## src/hw/dot_display_pkg.sv

```systemverilog
package dot_display_pkg;

  ////////////////////////////////////////////////////////////////////////////
  // System clock and display timebase.
  localparam int CLK_PERIOD_NS = 50;
  localparam int OSC_PERIOD_NS = 17500;
  localparam int OSC_DIV = OSC_PERIOD_NS / CLK_PERIOD_NS;
  localparam int FLASH_PERIOD_TICKS = 28672;
  localparam int SELFTEST_TICKS = 262144;
  localparam int CLEAR_TICKS = 3;
  localparam int INIT_TICKS = 3;
  localparam int ROM_DEPTH = 128;
  localparam int ROM_AW = 7;
  localparam int CHECKSUM_W = 16;

  ////////////////////////////////////////////////////////////////////////////
  // Area select on {A4, A3} while the flash-space select is high.
  localparam logic [1:0] AREA_PTR = 2'h0;
  localparam logic [1:0] AREA_GLYPH = 2'h1;
  localparam logic [1:0] AREA_CTRL = 2'h2;
  localparam logic [1:0] AREA_CHAR = 2'h3;

  ////////////////////////////////////////////////////////////////////////////
  // Control word layout and reset values.
  localparam int CW_BRIGHT_LSB = 0;
  localparam int CW_BRIGHT_MSB = 2;
  localparam int CW_FLASH_BIT = 3;
  localparam int CW_BLINK_BIT = 4;
  localparam int CW_PASS_BIT = 5;
  localparam int CW_TEST_BIT = 6;
  localparam int CW_CLEAR_BIT = 7;
  localparam logic [7:0] CW_RESET = 8'h00;
  localparam logic [7:0] CW_PASS_MASK = 8'h20;
  localparam logic [2:0] BRIGHT_BLANK = 3'h7;
  localparam logic [7:0] BLANK_CHAR = 8'h20;
  localparam logic [3:0] PTR_RESET = 4'h0;
  localparam logic [3:0] PTR_AFTER_TEST = 4'hF;
  localparam int GLYPHS = 16;
  localparam int GLYPH_ROWS = 7;
  localparam int DIGITS = 8;

  ////////////////////////////////////////////////////////////////////////////
  // Host bus pins as one bundle.
  typedef struct packed {
    logic ce_n;
    logic wr_n;
    logic rd_n;
    logic blink_space_select_n;
    logic [4:0] addr;
    logic [7:0] data;
  } host_bus_t;

  typedef enum logic [1:0] {
    ST_IDLE = 2'h0,
    ST_CLEAR = 2'h1,
    ST_TEST = 2'h2
  } seq_state_t;

endpackage : dot_display_pkg

```

## src/hw/display_timebase.sv

```systemverilog
`timescale 1ns/1ps
module display_timebase #(
  parameter int OSC_DIV = dot_display_pkg::OSC_DIV,
  parameter int FLASH_PERIOD_TICKS = dot_display_pkg::FLASH_PERIOD_TICKS
) (
  // Clock and reset
  input wire logic core_clk_i,
  input wire logic resetn_i,
  // Clock pin
  input wire logic clock_source_select_i,
  input wire logic clk_pin_i,
  output logic clk_pin_o,
  output logic clk_pin_oe_o,
  // Timebase
  output logic tick_o,
  output logic flash_phase_o,
  output logic [2:0] pwm_phase_o
);
  localparam int OW = $clog2(OSC_DIV + 1);
  localparam int FW = $clog2(FLASH_PERIOD_TICKS + 1);
  localparam logic [OW-1:0] OSC_HALF = OW'(OSC_DIV / 2 - 1);
  localparam logic [FW-1:0] FL_HALF = FW'(FLASH_PERIOD_TICKS / 2 - 1);
  localparam logic [FW-1:0] FL_LAST = FW'(FLASH_PERIOD_TICKS - 1);

  logic [OW-1:0] osc_cnt_reg;
  logic osc_reg;
  logic ext_prev_reg;
  logic [FW-1:0] fl_cnt_reg;
  wire osc_wrap = (osc_cnt_reg == OSC_HALF);
  wire int_tick = osc_wrap & ~osc_reg;
  wire ext_tick = clk_pin_i & ~ext_prev_reg;
  wire tick_next = clock_source_select_i ? int_tick : ext_tick;

  always_ff @(posedge core_clk_i or negedge resetn_i) begin
    if (!resetn_i) begin
      osc_cnt_reg <= '0;
      osc_reg <= 1'b0;
      ext_prev_reg <= 1'b0;
      clk_pin_o <= 1'b0;
      clk_pin_oe_o <= 1'b0;
      tick_o <= 1'b0;
    end else begin
      osc_cnt_reg <= osc_wrap ? '0 : osc_cnt_reg + 1'b1;
      osc_reg <= osc_wrap ? ~osc_reg : osc_reg;
      ext_prev_reg <= clk_pin_i;
      clk_pin_o <= osc_reg;
      clk_pin_oe_o <= clock_source_select_i;
      tick_o <= tick_next;
    end
  end

  // Counters restart on reset so that displays reset together stay in step.
  always_ff @(posedge core_clk_i or negedge resetn_i) begin
    if (!resetn_i) begin
      fl_cnt_reg <= '0;
      flash_phase_o <= 1'b0;
      pwm_phase_o <= 3'h0;
    end else if (tick_o) begin
      fl_cnt_reg <= (fl_cnt_reg == FL_LAST) ? '0 : fl_cnt_reg + 1'b1;
      if (fl_cnt_reg == FL_HALF || fl_cnt_reg == FL_LAST) begin
        flash_phase_o <= ~flash_phase_o;
      end
      pwm_phase_o <= pwm_phase_o + 3'h1;
    end
  end

  property p_tick_single;
    @(posedge core_clk_i) disable iff (!resetn_i) tick_o |=> !tick_o;
  endproperty
  a_tick_single: assert property (p_tick_single) else $error("Display tick lasted two cycles.");

  property p_phase_on_tick;
    @(posedge core_clk_i) disable iff (!resetn_i) !$stable(flash_phase_o) |-> $past(tick_o);
  endproperty
  a_phase_on_tick: assert property (p_phase_on_tick) else $error("Flash phase moved without a tick.");

endmodule : display_timebase

```

## src/hw/dot_display_core.sv

```systemverilog
`timescale 1ns/1ps
module dot_display_core #(
  parameter int OSC_DIV = dot_display_pkg::OSC_DIV,
  parameter int FLASH_PERIOD_TICKS = dot_display_pkg::FLASH_PERIOD_TICKS,
  parameter int SELFTEST_TICKS = dot_display_pkg::SELFTEST_TICKS,
  // Arbitrary value; set to the sum of the real font contents.
  parameter logic [15:0] CHECKSUM_EXPECT = 16'h1234
) (
  // Clock and reset
  input wire logic core_clk_i,
  input wire logic resetn_i,
  // Host bus
  input wire dot_display_pkg::host_bus_t bus_i,
  output logic [7:0] data_o,
  output logic data_oe_o,
  // Clock pin
  input wire logic clock_source_select_i,
  input wire logic clk_pin_i,
  output logic clk_pin_o,
  output logic clk_pin_oe_o,
  // Character ROM used by the self test
  output logic [6:0] rom_addr_o,
  input wire logic [7:0] rom_data_i,
  // Display multiplexer side
  input wire logic [2:0] char_sel_i,
  output logic [7:0] char_o,
  input wire logic [3:0] glyph_sel_i,
  input wire logic [2:0] glyph_row_sel_i,
  output logic [4:0] glyph_row_o,
  output logic [2:0] brightness_o,
  output logic [7:0] digit_lit_o,
  output logic test_active_o,
  output logic test_pattern_o,
  output logic busy_o
);
  localparam int CW = $clog2(SELFTEST_TICKS + 1);
  localparam int GW = dot_display_pkg::GLYPHS * dot_display_pkg::GLYPH_ROWS;
  localparam logic [CW-1:0] TEST_LAST = CW'(SELFTEST_TICKS - 1);
  localparam logic [CW-1:0] CLEAR_LAST = CW'(dot_display_pkg::CLEAR_TICKS - 1);
  localparam logic [CW-1:0] ROM_END = CW'(dot_display_pkg::ROM_DEPTH);
  localparam logic [1:0] INIT_DONE = 2'(dot_display_pkg::INIT_TICKS);

  ////////////////////////////////////////////////////////////////////////////
  // Timebase.
  logic tick;
  logic flash_phase;
  logic [2:0] pwm_phase;

  display_timebase #(
    .OSC_DIV(OSC_DIV),
    .FLASH_PERIOD_TICKS(FLASH_PERIOD_TICKS)
  ) u_timebase (
    .core_clk_i(core_clk_i),
    .resetn_i(resetn_i),
    .clock_source_select_i(clock_source_select_i),
    .clk_pin_i(clk_pin_i),
    .clk_pin_o(clk_pin_o),
    .clk_pin_oe_o(clk_pin_oe_o),
    .tick_o(tick),
    .flash_phase_o(flash_phase),
    .pwm_phase_o(pwm_phase)
  );

  ////////////////////////////////////////////////////////////////////////////
  // State.
  logic [3:0] ptr_reg;
  logic [4:0] glyph_mem_reg [0:GW-1];
  logic [7:0] char_reg [0:7];
  logic [7:0] flash_reg;
  logic [7:0] ctrl_reg;
  logic wr_prev_n_reg;
  dot_display_pkg::seq_state_t seq_reg;
  dot_display_pkg::seq_state_t seq_next;
  logic [CW-1:0] seq_cnt_reg;
  logic [15:0] sum_reg;
  logic [1:0] init_cnt_reg;

  ////////////////////////////////////////////////////////////////////////////
  // Bus decode.
  wire [1:0] area = bus_i.addr[4:3];
  wire [2:0] row = bus_i.addr[2:0];
  wire sel_high = bus_i.blink_space_select_n;
  wire idle = (seq_reg == dot_display_pkg::ST_IDLE);
  // Rising edge of the write strobe with chip enable held low.
  wire wr_edge = ~wr_prev_n_reg & bus_i.wr_n & ~bus_i.ce_n & idle;
  wire rd_cycle = ~bus_i.ce_n & ~bus_i.rd_n & bus_i.wr_n;
  wire wr_flash = wr_edge & ~sel_high;
  wire wr_ptr = wr_edge & sel_high & (area == dot_display_pkg::AREA_PTR);
  wire wr_glyph = wr_edge & sel_high & (area == dot_display_pkg::AREA_GLYPH);
  wire wr_ctrl = wr_edge & sel_high & (area == dot_display_pkg::AREA_CTRL);
  wire wr_char = wr_edge & sel_high & (area == dot_display_pkg::AREA_CHAR);
  // Seven rows per glyph; row code 7 has no storage and reads as zero.
  wire row_ok = (row != 3'h7);
  wire [6:0] glyph_idx = 7'({3'h0, ptr_reg} * 7'd7 + {4'h0, row});
  wire [6:0] disp_idx = 7'({3'h0, glyph_sel_i} * 7'd7 + {4'h0, glyph_row_sel_i});
  wire [4:0] glyph_rd = row_ok ? glyph_mem_reg[glyph_idx] : 5'h00;
  wire start_test = wr_ctrl & bus_i.data[dot_display_pkg::CW_TEST_BIT];
  wire start_clear = wr_ctrl & bus_i.data[dot_display_pkg::CW_CLEAR_BIT];
  wire test_done = (seq_reg == dot_display_pkg::ST_TEST) & tick & (seq_cnt_reg == TEST_LAST);
  wire clear_done = (seq_reg == dot_display_pkg::ST_CLEAR) & tick & (seq_cnt_reg == CLEAR_LAST);
  wire fill_blank = test_done | clear_done;
  wire test_pass = (sum_reg == CHECKSUM_EXPECT);

  logic [7:0] rd_data;
  always_comb begin
    rd_data = 8'h00;
    if (!sel_high) begin
      rd_data = {7'h00, flash_reg[row]};
    end else begin
      case (area)
        dot_display_pkg::AREA_PTR: rd_data = {4'h0, ptr_reg};
        dot_display_pkg::AREA_GLYPH: rd_data = {3'h0, glyph_rd};
        dot_display_pkg::AREA_CTRL: rd_data = ctrl_reg;
        dot_display_pkg::AREA_CHAR: rd_data = char_reg[row];
        default: rd_data = 8'h00;
      endcase
    end
  end

  ////////////////////////////////////////////////////////////////////////////
  // Clear and self-test sequencer.
  always_comb begin
    seq_next = seq_reg;
    case (seq_reg)
      dot_display_pkg::ST_IDLE: begin
        if (start_test) begin
          seq_next = dot_display_pkg::ST_TEST;
        end else if (start_clear) begin
          seq_next = dot_display_pkg::ST_CLEAR;
        end
      end
      dot_display_pkg::ST_CLEAR: seq_next = clear_done ? dot_display_pkg::ST_IDLE : seq_reg;
      dot_display_pkg::ST_TEST: seq_next = test_done ? dot_display_pkg::ST_IDLE : seq_reg;
      default: seq_next = dot_display_pkg::ST_IDLE;
    endcase
  end

  always_ff @(posedge core_clk_i or negedge resetn_i) begin
    if (!resetn_i) begin
      seq_reg <= dot_display_pkg::ST_IDLE;
      seq_cnt_reg <= '0;
      wr_prev_n_reg <= 1'b1;
      init_cnt_reg <= 2'h0;
    end else begin
      seq_reg <= seq_next;
      wr_prev_n_reg <= bus_i.wr_n;
      if (seq_next != seq_reg) begin
        seq_cnt_reg <= '0;
      end else if (tick && !idle) begin
        seq_cnt_reg <= seq_cnt_reg + 1'b1;
      end
      if (tick && init_cnt_reg != INIT_DONE) begin
        init_cnt_reg <= init_cnt_reg + 2'h1;
      end
    end
  end

  // The ROM address runs one tick ahead of the sum, so a plain lookup ROM fits.
  always_ff @(posedge core_clk_i or negedge resetn_i) begin
    if (!resetn_i) begin
      sum_reg <= 16'h0000;
      rom_addr_o <= 7'h00;
    end else if (start_test) begin
      sum_reg <= 16'h0000;
      rom_addr_o <= 7'h00;
    end else if (tick && seq_reg == dot_display_pkg::ST_TEST) begin
      rom_addr_o <= seq_cnt_reg[6:0];
      if (seq_cnt_reg != '0 && seq_cnt_reg <= ROM_END) begin
        sum_reg <= {sum_reg[14:0], sum_reg[15]} + {8'h00, rom_data_i};
      end
    end
  end

  ////////////////////////////////////////////////////////////////////////////
  // Registers reached from the bus.
  always_ff @(posedge core_clk_i or negedge resetn_i) begin
    if (!resetn_i) begin
      ptr_reg <= dot_display_pkg::PTR_RESET;
      ctrl_reg <= dot_display_pkg::CW_RESET;
    end else if (test_done) begin
      ptr_reg <= dot_display_pkg::PTR_AFTER_TEST;
      ctrl_reg <= test_pass ? dot_display_pkg::CW_PASS_MASK : 8'h00;
    end else begin
      if (wr_ptr) begin
        ptr_reg <= bus_i.data[3:0];
      end
      if (clear_done) begin
        ctrl_reg[dot_display_pkg::CW_CLEAR_BIT] <= 1'b0;
      end else if (wr_ctrl) begin
        // Pass flag is kept; software cannot fake a passed test.
        ctrl_reg <= (bus_i.data & ~dot_display_pkg::CW_PASS_MASK) | (ctrl_reg & dot_display_pkg::CW_PASS_MASK);
      end
    end
  end

  // Glyph rows have no reset; they power up undefined like the real array.
  always_ff @(posedge core_clk_i) begin
    if (wr_glyph && row_ok) begin
      glyph_mem_reg[glyph_idx] <= bus_i.data[4:0];
    end
  end

  genvar d;
  generate
    for (d = 0; d < dot_display_pkg::DIGITS; d++) begin : g_digit
      always_ff @(posedge core_clk_i or negedge resetn_i) begin
        if (!resetn_i) begin
          char_reg[d] <= dot_display_pkg::BLANK_CHAR;
          flash_reg[d] <= 1'b0;
        end else if (fill_blank) begin
          char_reg[d] <= dot_display_pkg::BLANK_CHAR;
          flash_reg[d] <= 1'b0;
        end else begin
          if (wr_char && row == 3'(d)) begin
            char_reg[d] <= bus_i.data;
          end
          if (wr_flash && row == 3'(d)) begin
            flash_reg[d] <= bus_i.data[0];
          end
        end
      end
    end
  endgenerate

  ////////////////////////////////////////////////////////////////////////////
  // Display attributes.
  wire [2:0] bright = ctrl_reg[dot_display_pkg::CW_BRIGHT_MSB:dot_display_pkg::CW_BRIGHT_LSB];
  wire blink_en = ctrl_reg[dot_display_pkg::CW_BLINK_BIT];
  wire flash_en = ctrl_reg[dot_display_pkg::CW_FLASH_BIT];
  wire testing = (seq_reg == dot_display_pkg::ST_TEST);
  // Column drive is on for 8 - code slots out of 8; the blank code forces it off.
  wire col_on = (bright != dot_display_pkg::BRIGHT_BLANK) & (({1'b0, pwm_phase} + {1'b0, bright}) < 4'h8);
  wire blink_off = blink_en & flash_phase;
  wire flash_off = ~blink_en & flash_en & flash_phase;
  wire [7:0] lit_next = testing ? 8'hFF : ({8{col_on & ~blink_off}} & ~({8{flash_off}} & flash_reg));

  always_ff @(posedge core_clk_i or negedge resetn_i) begin
    if (!resetn_i) begin
      data_o <= 8'h00;
      data_oe_o <= 1'b0;
      char_o <= dot_display_pkg::BLANK_CHAR;
      glyph_row_o <= 5'h00;
      brightness_o <= 3'h0;
      digit_lit_o <= 8'h00;
      test_active_o <= 1'b0;
      test_pattern_o <= 1'b0;
      busy_o <= 1'b1;
    end else begin
      data_o <= rd_cycle ? rd_data : 8'h00;
      data_oe_o <= rd_cycle;
      char_o <= char_reg[char_sel_i];
      glyph_row_o <= (glyph_row_sel_i != 3'h7) ? glyph_mem_reg[disp_idx] : 5'h00;
      brightness_o <= bright;
      digit_lit_o <= lit_next;
      test_active_o <= testing;
      test_pattern_o <= testing & seq_cnt_reg[CW-2];
      busy_o <= ~idle | (init_cnt_reg != INIT_DONE) | (seq_next != dot_display_pkg::ST_IDLE);
    end
  end

  ////////////////////////////////////////////////////////////////////////////
  // Checks.
  property p_ptr_write;
    @(posedge core_clk_i) disable iff (!resetn_i) wr_ptr |=> ptr_reg == $past(bus_i.data[3:0]);
  endproperty
  a_ptr_write: assert property (p_ptr_write) else $error("Glyph pointer missed a write.");

  property p_flash_write;
    @(posedge core_clk_i) disable iff (!resetn_i) (wr_flash && !fill_blank) |=> flash_reg[$past(row)] == $past(bus_i.data[0]);
  endproperty
  a_flash_write: assert property (p_flash_write) else $error("Flash flag missed a write.");

  property p_pass_kept;
    @(posedge core_clk_i) disable iff (!resetn_i) (wr_ctrl && !test_done) |=> $stable(ctrl_reg[dot_display_pkg::CW_PASS_BIT]);
  endproperty
  a_pass_kept: assert property (p_pass_kept) else $error("Pass flag changed by a host write.");

  property p_clear_len;
    @(posedge core_clk_i) disable iff (!resetn_i)
      (seq_reg == dot_display_pkg::ST_CLEAR) |-> (seq_cnt_reg <= CLEAR_LAST) && ctrl_reg[dot_display_pkg::CW_CLEAR_BIT];
  endproperty
  a_clear_len: assert property (p_clear_len) else $error("Clear ran too long or lost its bit.");

  property p_blank;
    @(posedge core_clk_i) disable iff (!resetn_i) (bright == dot_display_pkg::BRIGHT_BLANK && !testing) |=> digit_lit_o == 8'h00;
  endproperty
  a_blank: assert property (p_blank) else $error("Blank code left a digit lit.");

  property p_blink_wins;
    @(posedge core_clk_i) disable iff (!resetn_i) (blink_en && flash_phase && !testing) |=> digit_lit_o == 8'h00;
  endproperty
  a_blink_wins: assert property (p_blink_wins) else $error("Blink off phase left a digit lit.");

  property p_flash_ignored;
    @(posedge core_clk_i) disable iff (!resetn_i) (!flash_en && !blink_en && bright == 3'h0) |=> digit_lit_o == 8'hFF;
  endproperty
  a_flash_ignored: assert property (p_flash_ignored) else $error("Digit dark with flash and blink off.");

  property p_test_end;
    @(posedge core_clk_i) disable iff (!resetn_i)
      test_done |=> ptr_reg == 4'hF && flash_reg == 8'h00 && (ctrl_reg & ~dot_display_pkg::CW_PASS_MASK) == 8'h00;
  endproperty
  a_test_end: assert property (p_test_end) else $error("Self test end left state behind.");

  property p_test_len;
    @(posedge core_clk_i) disable iff (!resetn_i) testing |-> seq_cnt_reg <= TEST_LAST;
  endproperty
  a_test_len: assert property (p_test_len) else $error("Self test overran its length.");

  property p_read_drive;
    @(posedge core_clk_i) disable iff (!resetn_i) rd_cycle |=> data_oe_o ##0 (data_o == $past(rd_data));
  endproperty
  a_read_drive: assert property (p_read_drive) else $error("Read cycle not driven on the bus.");

endmodule : dot_display_core

```

## config.mk

```make
export PLATFORM = sky130hd
export DESIGN_NAME = dot_display_core
export DESIGN_NICKNAME = d
export VERILOG_FILES = /design/src/hw/dot_display_pkg.sv /design/src/hw/display_timebase.sv /design/src/hw/dot_display_core.sv
export SDC_FILE = /design/constraint.sdc
export NUM_CORES = 1
export LEC_CHECK = 0
export BUFFER_PORTS_ARGS = -buffer_cell sky130_fd_sc_hd__buf_2
export CAP_MARGIN = 20
export CORE_ASPECT_RATIO = 0.9
export CORE_MARGIN = 3
export CORE_UTILIZATION = 30
export DETAILED_ROUTE_END_ITERATION = 8
export PLACE_DENSITY = 0.51
export SYNTH_ARGS = -nofsm -noshare
export SYNTH_HDL_FRONTEND = slang
export SYNTH_HIERARCHICAL = 1
export SYNTH_SLANG_ARGS = --single-unit
```

## constraint.sdc

```tcl
create_clock -name core_clk_i -period 12.1 [get_ports core_clk_i]
set_input_delay 0.605 -clock core_clk_i [delete_from_list [all_inputs] [get_ports core_clk_i]]
set_output_delay 0.605 -clock core_clk_i [all_outputs]
set_load 0.005 [all_outputs]
```

==> results of run 1 <==
cell usage in the layout (no fill, tap or decap), types with 69 or more instances in the layout:
cell	count
sky130_fd_sc_hd__a21oi_1	69
sky130_fd_sc_hd__buf_2	77
sky130_fd_sc_hd__clkbuf_16	84
sky130_fd_sc_hd__dfrtp_1	189
sky130_fd_sc_hd__edfxtp_1	560
sky130_fd_sc_hd__mux2_2	71
sky130_fd_sc_hd__mux2i_1	120
sky130_fd_sc_hd__mux4_2	251
sky130_fd_sc_hd__nand2_1	167
sky130_fd_sc_hd__nand3_1	77
sky130_fd_sc_hd__nor2_1	239
sky130_fd_sc_hd__o21ai_0	80
sky130_fd_sc_hd__o22ai_1	75
final cells by class:
type | count | area (µm²) | area share (%)
diodes | 1 | 2.50 | 0.00590
clock buffers | 109 | 2240 | 5.27
clock inverters | 46 | 537 | 1.27
inverters | 40 | 150 | 0.354
multi-input cells | 1606 | 14800 | 34.9
flip-flops and latches | 760 | 21800 | 51.5
well taps | 1612 | 2020 | 4.76
repair buffers | 133 | 851 | 2.01
final timing paths:
| check | from | end | slack (ns) | depth (start not counted) |
|---|---|---|---|---|
| worst max register to register | ptr_reg[0] | data_o[1] | 5.87 | 12 |
| max in group asynchronous | resetn_i | sum_reg[0] | 10.45 | 2 |
| worst max-delay path | ptr_reg[0] | data_o[1] | 5.87 | 12 |
| worst min-delay path | bus_i[15] | wr_prev_n_reg | 0.06 | 1 |
| worst min register to register | u_timebase/osc_reg | u_timebase/clk_pin_o | 0.42 | 0 |
| min in group asynchronous | resetn_i | data_oe_o | 0.09 | 1 |
per-stage QoR:
stage	cells	utilization, %	worst slack, ns
after detailed placement	4150	32.1	5.66
after floorplan	2586	-	8.19
after CTS	4305	34.3	5.98
after global routing	4306	34.3	5.63
final	4307	34.3	5.87
after global placement	4150	32.1	5.79
power groups by stage:
stage	registers [mW]	clock network [mW]	logic, mW
global placement	3.02	0	4.34
floorplan	3.01	0	2.63
CTS	2.97	2.63	4.37
detailed placement	3.02	0	4.36
global route	2.99	2.75	4.64
finish	2.97	2.59	4.47
cells by family after synthesis:
kind of cell    after synthesis  synth area share (%)
fa+ha+maj                    53                  1.99
mux                         442                  20.4
compound gates              417                  7.55
flops                       760                  58.3
xor+xnor                     51                  1.19
simple gates                643                  7.93
buf+inv                     220                  2.63
layer usage:
metal  up-vias  wire length (µm)
li1      10269                 -
met4         0              4240
met2      1331             55700
met5         -                 0
met3       251             11500
met1     12907             51400
worst register-to-register path: stages (launching register included):
cell and delay (ns):
sky130_fd_sc_hd__dfrtp_1 0.47, sky130_fd_sc_hd__fa_1 0.58, sky130_fd_sc_hd__fa_1 0.46, sky130_fd_sc_hd__fa_4 1.11, sky130_fd_sc_hd__buf_4 0.65, sky130_fd_sc_hd__nand2b_1 0.51
sky130_fd_sc_hd__buf_4 0.35, sky130_fd_sc_hd__o22ai_1 0.12, sky130_fd_sc_hd__a22oi_1 0.20, sky130_fd_sc_hd__a21boi_0 0.15, sky130_fd_sc_hd__o41ai_1 0.99, sky130_fd_sc_hd__o21ai_0 0.28
sky130_fd_sc_hd__o31ai_1 0.30
==> qor.yml, run 1 <==
clock-root-buffer: "sky130_fd_sc_hd__clkbuf_16"
maxClockFrequency_ghz: 0.161
critPathKind: "reg -> reg"
clock-sinks: 760
cts_inserted_buffers: 84
cts_hold_buf: 0
critical-path-slowest-cell: "sky130_fd_sc_hd__fa_4"
power_frac_seq_pct: 29.7
global_route.usage.total_pct: 18.8
sw_frac_of_total_pct: 41.4
power_density_mw_per_mm2: 236
max_slew.worst_pin.slew_ns: 1.10
finish.instance_area_mm2: 0.0424
grt_first_pass_wirelength_mm: 179
cts_resized: 0
result_of_the_run: "complete, no violations"
finalCritPeriodShare_pct: 51.5
cts_post_setup_buffers_inserted: 0
largest_register_ffs: 560
grt_antenna_before_repair: 2
clock_latency_ns: 0.69
area_growth_syn_to_layout_pct: 13.2
startpoint_type: "register"
gp_congestion: 0.893
chipHeight_um: 341
firstDrtPassIters: 7
grt_busiest_layer: "met2"
worst_path_dominant_cell_family: "adder cells"
htree_num_levels: 3
cts_tree: "done"
grt_use_met3_pct: 4.21
vias_in_the_first_global_route: 24957
synth_common_cells: "sky130_fd_sc_hd__edfxtp_1, sky130_fd_sc_hd__mux4_2, sky130_fd_sc_hd__nor2_1"
ant_nets: 0
worst_ir_drop_vdd_mv: 0.193
grt_start_max_net_pins: 141
fp.dieW_um: 379
total_leakage_power_nw: 14.7
postRouteWirelength_mm: 123
detailroute.via_count: 24758
syn_area_mm2: 0.0375
mappedNetlistNets: 2678
critical_path_peak_fanout: 38
placement.io_buffers: 83
postPlaceCellArea_mm2: 0.0396
finalCriticalPeriod_ns: 6.23
synthDistinctLibCells: 86
timing.slew.headroom_pct: 26.3
yosys-top-cells-area: "sky130_fd_sc_hd__edfxtp_1, sky130_fd_sc_hd__mux4_2, sky130_fd_sc_hd__dfrtp_1"
clk_path_buf_depth: 3
synth_edf_count: 560
worst_endpoint_data_arrival_time_ns: 6.82
grt_use_met2_pct: 28.6
class_of_the_most_critical_hold_timing_path: "in -> reg"
post-synth-top-count-cell: "sky130_fd_sc_hd__edfxtp_1"
finalPower_mw: 10.0
met1_usage_pct: 26.5
remaining_drc_errors: 0
placementRows: 122
critPathMaxStageDelay_ns: 1.11
power.net_switching_mw: 4.15
hold-worst-slack_ns: 0.0596
setup-tns-final_ns: 0
synth_flop_cell: "sky130_fd_sc_hd__edfxtp_1"
postSynthRegisterBits: 760
crit_path_end_kind: "register"
clock_skew_ns: 0.0406
drv_slew: 0
drt_iter0_drc: 2964
power_frac_comb_pct: 44.5
yosys.area.top_type: "sky130_fd_sc_hd__edfxtp_1"
synth_seq_area_share_pct: 58.3
effective_utilization_at_floorplan_pct: 30.3
report.final.hold_viol_count: 0
detail_route.wl_per_cell_um: 28.5
required_ns: 12.70
synth.avg_cell_area_um2: 14.5
clk_transition_reported_paths_ns: 0.06
path_cells: "fa_1, fa_1, fa_4, buf_4, nand2b_1, buf_4, o22ai_1, a22oi_1, a21boi_0, o41ai_1, o21ai_0, o31ai_1"
p_int_mw: 5.88
async_reset_ff_share_pct: 26.3
global_route.overflow_total: 0
floorplan.die_area_mm2: 0.129
fp.coreArea_mm2: 0.123
clockPowerShare_pct: 25.8
synth_largest_type_area_fraction_pct: 44.9
hpwl_after_dpl_mm: 79.1
number_of_nets_in_the_final_layout: 2717
synthCells: 2586
drive_above_1_share_pct: 23.3
rsz0062_at_grt: "false"
ioPinCount: 84
critPathBufInv: 2
layout.filler_cells: 11743
report.final.setup_viol: 0
post_drt_via_cell_ratio: 5.75
cap_viol_max_count: 0
ys_warn_count: 6
No activity file was read; power rests on OpenSTA's default activity.
==> inputs of run 2 (changes only) <==
Settings changed: ABC_AREA set to 1.
Clock period 12.1 ns to 5.79 ns, I/O delays scaled along.
==> qor.yml, run 2 <==
ioPinCount: 84  # unchanged
synth_edf_count: 560  # unchanged
post_synth_xor_area_fraction_pct: 0.810  # was 1.19%
critical_path.most_common_cell: "sky130_fd_sc_hd__nor2_1"
startpoint_type: "register"  # unchanged
report.final.setup_viol: 0  # unchanged
drive_above_1_share_pct: 8.36  # was 23.3%
critPathKind: "reg -> reg"  # unchanged
grt_first_pass_wirelength_mm: 202  # was 179 mm
ff2ff_setup_slack_ns: 1.21  # was 5.87 ns
clock_skew_ns: 0.0288  # was 0.0406 ns
drv_slew: 0  # unchanged
rr_endpoint: "data_o[1]"  # unchanged
yosys-top-cells-area: "sky130_fd_sc_hd__edfxtp_1, sky130_fd_sc_hd__dfrtp_1, sky130_fd_sc_hd__nand2_1"  # was sky130_fd_sc_hd__edfxtp_1, sky130_fd_sc_hd__mux4_2, sky130_fd_sc_hd__dfrtp_1
crit_path_end_kind: "register"  # unchanged
worst_endpoint_data_arrival_time_ns: 5.16  # was 6.82 ns
gp_congestion: 0.909  # was 0.893
layout_commonest_cell: "sky130_fd_sc_hd__nand2_1"  # was sky130_fd_sc_hd__edfxtp_1
p_int_mw: 9.94  # was 5.88 mW
timing.slew.headroom_pct: 33.8  # was 26.3%
synth_common_cells: "sky130_fd_sc_hd__nand2_1, sky130_fd_sc_hd__edfxtp_1, sky130_fd_sc_hd__nor2_1"  # was sky130_fd_sc_hd__edfxtp_1, sky130_fd_sc_hd__mux4_2, sky130_fd_sc_hd__nor2_1
ys_warn_count: 6  # unchanged
synth_seq_area_share_pct: 57.5  # was 58.3%
ant_nets: 0  # unchanged
remaining_drc_errors: 0  # unchanged
power_density_mw_per_mm2: 333  # was 236 mW/mm²
synthCells: 4127  # was 2586
detailroute.via_count: 31995  # was 24758
area_growth_syn_to_layout_pct: 13.7  # was 13.2%
global_route.overflow_total: 0  # unchanged
worst_ir_drop_vdd_mv: 0.190  # was 0.193 mV
path_cells: "fa_1, fa_1, fa_1, buf_4, nand3_2, buf_4, buf_4, o22ai_1, nor2_1, nand2_1, o21ai_0, nand2_1, o21ai_0, nand2_1, nor2_1, nor2_1, nor2_1"  # was fa_1, fa_1, fa_4, buf_4, nand2b_1, buf_4, o22ai_1, a22oi_1, a21boi_0, o41ai_1, o21ai_0, o31ai_1
synth_largest_type_area_fraction_pct: 44.2  # was 44.9%
largest_register_ffs: 560  # unchanged
chipHeight_um: 344  # was 341 µm
synth_compound_area_share_pct: 14.4  # was 7.55%
total_leakage_power_nw: 16.8  # was 14.7 nW
crit-reg2reg-launch: "ptr_reg[0]"  # unchanged
drt_iter0_drc: 3880  # was 2964
setup-tns-final_ns: 0  # unchanged
synth_flop_cell: "sky130_fd_sc_hd__edfxtp_1"  # unchanged
report.final.hold_viol_count: 0  # unchanged
max_slew.worst_pin.slew_ns: 0.988  # was 1.10 ns
muxShareOfSynthArea_pct: 0.0560  # was 20.4%
synthDistinctLibCells: 59  # was 86
clockPowerShare_pct: 37.8  # was 25.8%
htree_num_levels: 3  # unchanged
critical-path-slowest-cell: "sky130_fd_sc_hd__fa_1"  # was sky130_fd_sc_hd__fa_4
critical_path_peak_fanout: 31  # was 38
syn_area_mm2: 0.0380  # was 0.0375 mm²
fp.dieW_um: 381  # was 379 µm
number_of_nets_in_the_final_layout: 4245  # was 2717
mappedNetlistNets: 4219  # was 2678
critPathMaxStageDelay_ns: 0.58  # was 1.11 ns
cap_viol_max_count: 0  # unchanged
post_drt_via_cell_ratio: 5.41  # was 5.75
power.net_switching_mw: 4.47  # was 4.15 mW
simple_gate_share_of_the_synthesized_area_pct: 19.1  # was 7.93%
grt_antenna_before_repair: 4  # was 2
postRouteWirelength_mm: 136  # was 123 mm
placement.io_buffers: 83  # unchanged
combinational_family_with_the_most_area_after_synthesis: "simple AND/OR/NAND/NOR gates"  # was multiplexers
finalCritPeriodShare_pct: 79.2  # was 51.5%
synth.avg_cell_area_um2: 9.21  # was 14.5 µm²
postSynthRegisterBits: 760  # unchanged
post-synth-top-count-cell: "sky130_fd_sc_hd__nand2_1"  # was sky130_fd_sc_hd__edfxtp_1
clock-sinks: 760  # unchanged
mostFrequentLayoutCells: "sky130_fd_sc_hd__nand2_1, sky130_fd_sc_hd__edfxtp_1, sky130_fd_sc_hd__nor2_1"  # was sky130_fd_sc_hd__edfxtp_1, sky130_fd_sc_hd__mux4_2, sky130_fd_sc_hd__nor2_1
class_of_the_most_critical_hold_timing_path: "in -> reg"  # unchanged
result_of_the_run: "complete, no violations"  # unchanged
maxClockFrequency_ghz: 0.218  # was 0.161 GHz
required_ns: 6.36  # was 12.70 ns
effective_utilization_at_floorplan_pct: 30.3  # about the same
rsz0062_at_grt: "false"  # unchanged
finalPower_mw: 14.4  # was 10.0 mW
power_frac_seq_pct: 42.1  # was 29.7%
power_frac_comb_pct: 20.1  # was 44.5%
yosys.area.top_type: "sky130_fd_sc_hd__edfxtp_1"  # unchanged
r2r_cells: 17  # was 12
floorplan.die_area_mm2: 0.131  # was 0.129 mm²
hold_end: "flash_reg[3]"  # was wr_prev_n_reg
placementRows: 123  # was 122
async_reset_ff_share_pct: 26.3  # unchanged
detail_route.wl_per_cell_um: 23.1  # was 28.5 µm
firstDrtPassIters: 6  # was 7
clk_path_buf_depth: 3  # unchanged
cts_inserted_buffers: 85  # was 84
hold_start: "bus_i[9]"  # was bus_i[15]
layout.filler_cells: 12716  # was 11743
fp.coreArea_mm2: 0.125  # was 0.123 mm²
finalCriticalPeriod_ns: 4.58  # was 6.23 ns
vias_in_the_first_global_route: 30108  # was 24957
sw_frac_of_total_pct: 31.0  # was 41.4%
hold_path_cells: 4  # was 1
cts_post_setup_buffers_inserted: 0  # unchanged
global_route.usage.total_pct: 20.3  # was 18.8%
clock-root-buffer: "sky130_fd_sc_hd__clkbuf_16"  # unchanged
synth-adder-area-share_pct: 1.96  # was 1.99%
hpwl_after_dpl_mm: 86.2  # was 79.1 mm
cts_tree: "done"  # unchanged
clock_latency_ns: 0.65  # was 0.69 ns
grt_start_max_net_pins: 164  # was 141
clk_transition_reported_paths_ns: 0.06  # about the same
-- run 2: cell types whose count changed after synthesis, moves of 119 or more --
cell / before / now
sky130_fd_sc_hd__o22ai_1: 75 / 206
sky130_fd_sc_hd__nand2_1: 168 / 835
sky130_fd_sc_hd__a21oi_1: 70 / 251
sky130_fd_sc_hd__mux2i_1: 120 / 1
sky130_fd_sc_hd__o21ai_0: 80 / 288
sky130_fd_sc_hd__mux4_2: 251 / 0
sky130_fd_sc_hd__nor2_1: 239 / 545
sky130_fd_sc_hd__nand3_1: 80 / 255
sky130_fd_sc_hd__inv_1: 37 / 340
-- run 2: metrics by stage --
step / setup slack [ns] / utilization [%] / cell area [µm²] / hold slack [ns] / cells
2_1_floorplan: 2.26 / - / 38000 / -0.00609 / 4127
3_3_place_gp: 1.29 / 32.2 / 40400 / 0.368 / 5744
3_5_place_dp: 1.35 / 32.2 / 40400 / 0.362 / 5744
4_1_cts: 1.29 / 34.5 / 43200 / 0.0319 / 5908
5_1_grt: 1.02 / 34.5 / 43200 / 0.0916 / 5908
6_report: 1.21 / 34.5 / 43200 / 0.0830 / 5909
-- run 2: final cells by class --
class | count | area [µm²] | share of cell area, %
clock buffer | 117 | 2380 | 5.51
tap | 1687 | 2110 | 4.88
timing repair buffer | 167 | 1250 | 2.90
sequential | 760 | 21800 | 50.5
multi-input combinational | 2781 | 13900 | 32.2
inverter | 358 | 1350 | 3.13
antenna | 1 | 2.50 | 0.00579
clock inverter | 38 | 373 | 0.863
-- run 2: worst max-delay path by stage --
stage                     from             endpoint  cells after the start
floorplan           ptr_reg[0]  glyph_mem_reg[0][0]                     10
global placement    ptr_reg[0]            data_o[1]                     17
detailed placement  ptr_reg[0]            data_o[1]                     17
CTS                 ptr_reg[0]            data_o[1]                     17
global route        ptr_reg[0]            data_o[1]                     17
finish              ptr_reg[0]            data_o[1]                     17
-- run 2: cell families (layout without fill, tap and decap cells) --
group	after synthesis	count (layout)
AND/OR/NAND/NOR	1759	1759
AO/OA/AOI/OAI	934	934
flip-flops	760	760
buffers and inverters	586	680
adder cells (fa/ha/maj)	53	53
XOR/XNOR	33	33
multiplexers	2	2
other	0	1
-- run 2: per-layer routing --
| metal | wire [µm] | part of all wire (%) | global-route usage, % |
|---|---|---|---|
| met2 | 59000 | 43 | 30.4 |
| met1 | 59700 | 44 | 29.5 |
| met5 | 26 | 0.019 | 0 |
| met3 | 13300 | 9.7 | 3.56 |
| met4 | 4400 | 3.2 | 7.07 |
-- run 2: critical path, delay by kind of cell (launching register included) --
kind                       cells  cell delay, ns
buffers and inverters          3            1.20
DFF                            1            0.46
and+or+nand+nor                8            0.76
AOI/OAI and AO/OA              3            0.51
adders and majority gates      3            1.57
-- run 2: power groups by stage --
stage / registers, mW / clock network [mW] / logic (mW)
2_1_floorplan: 6.14 / 0 / 1.62
3_3_place_gp: 6.18 / 0 / 2.81
5_1_grt: 6.08 / 5.76 / 3.09
4_1_cts: 6.07 / 5.54 / 2.83
3_5_place_dp: 6.18 / 0 / 2.82
6_report: 6.07 / 5.44 / 2.90
-- run 2: repair_timing --
item	4_1_cts	5_1_grt
endpoints found under the hold margin	114	0
hold buffers	9	0
resized for setup	0	0
endpoints found under the setup margin	0	0
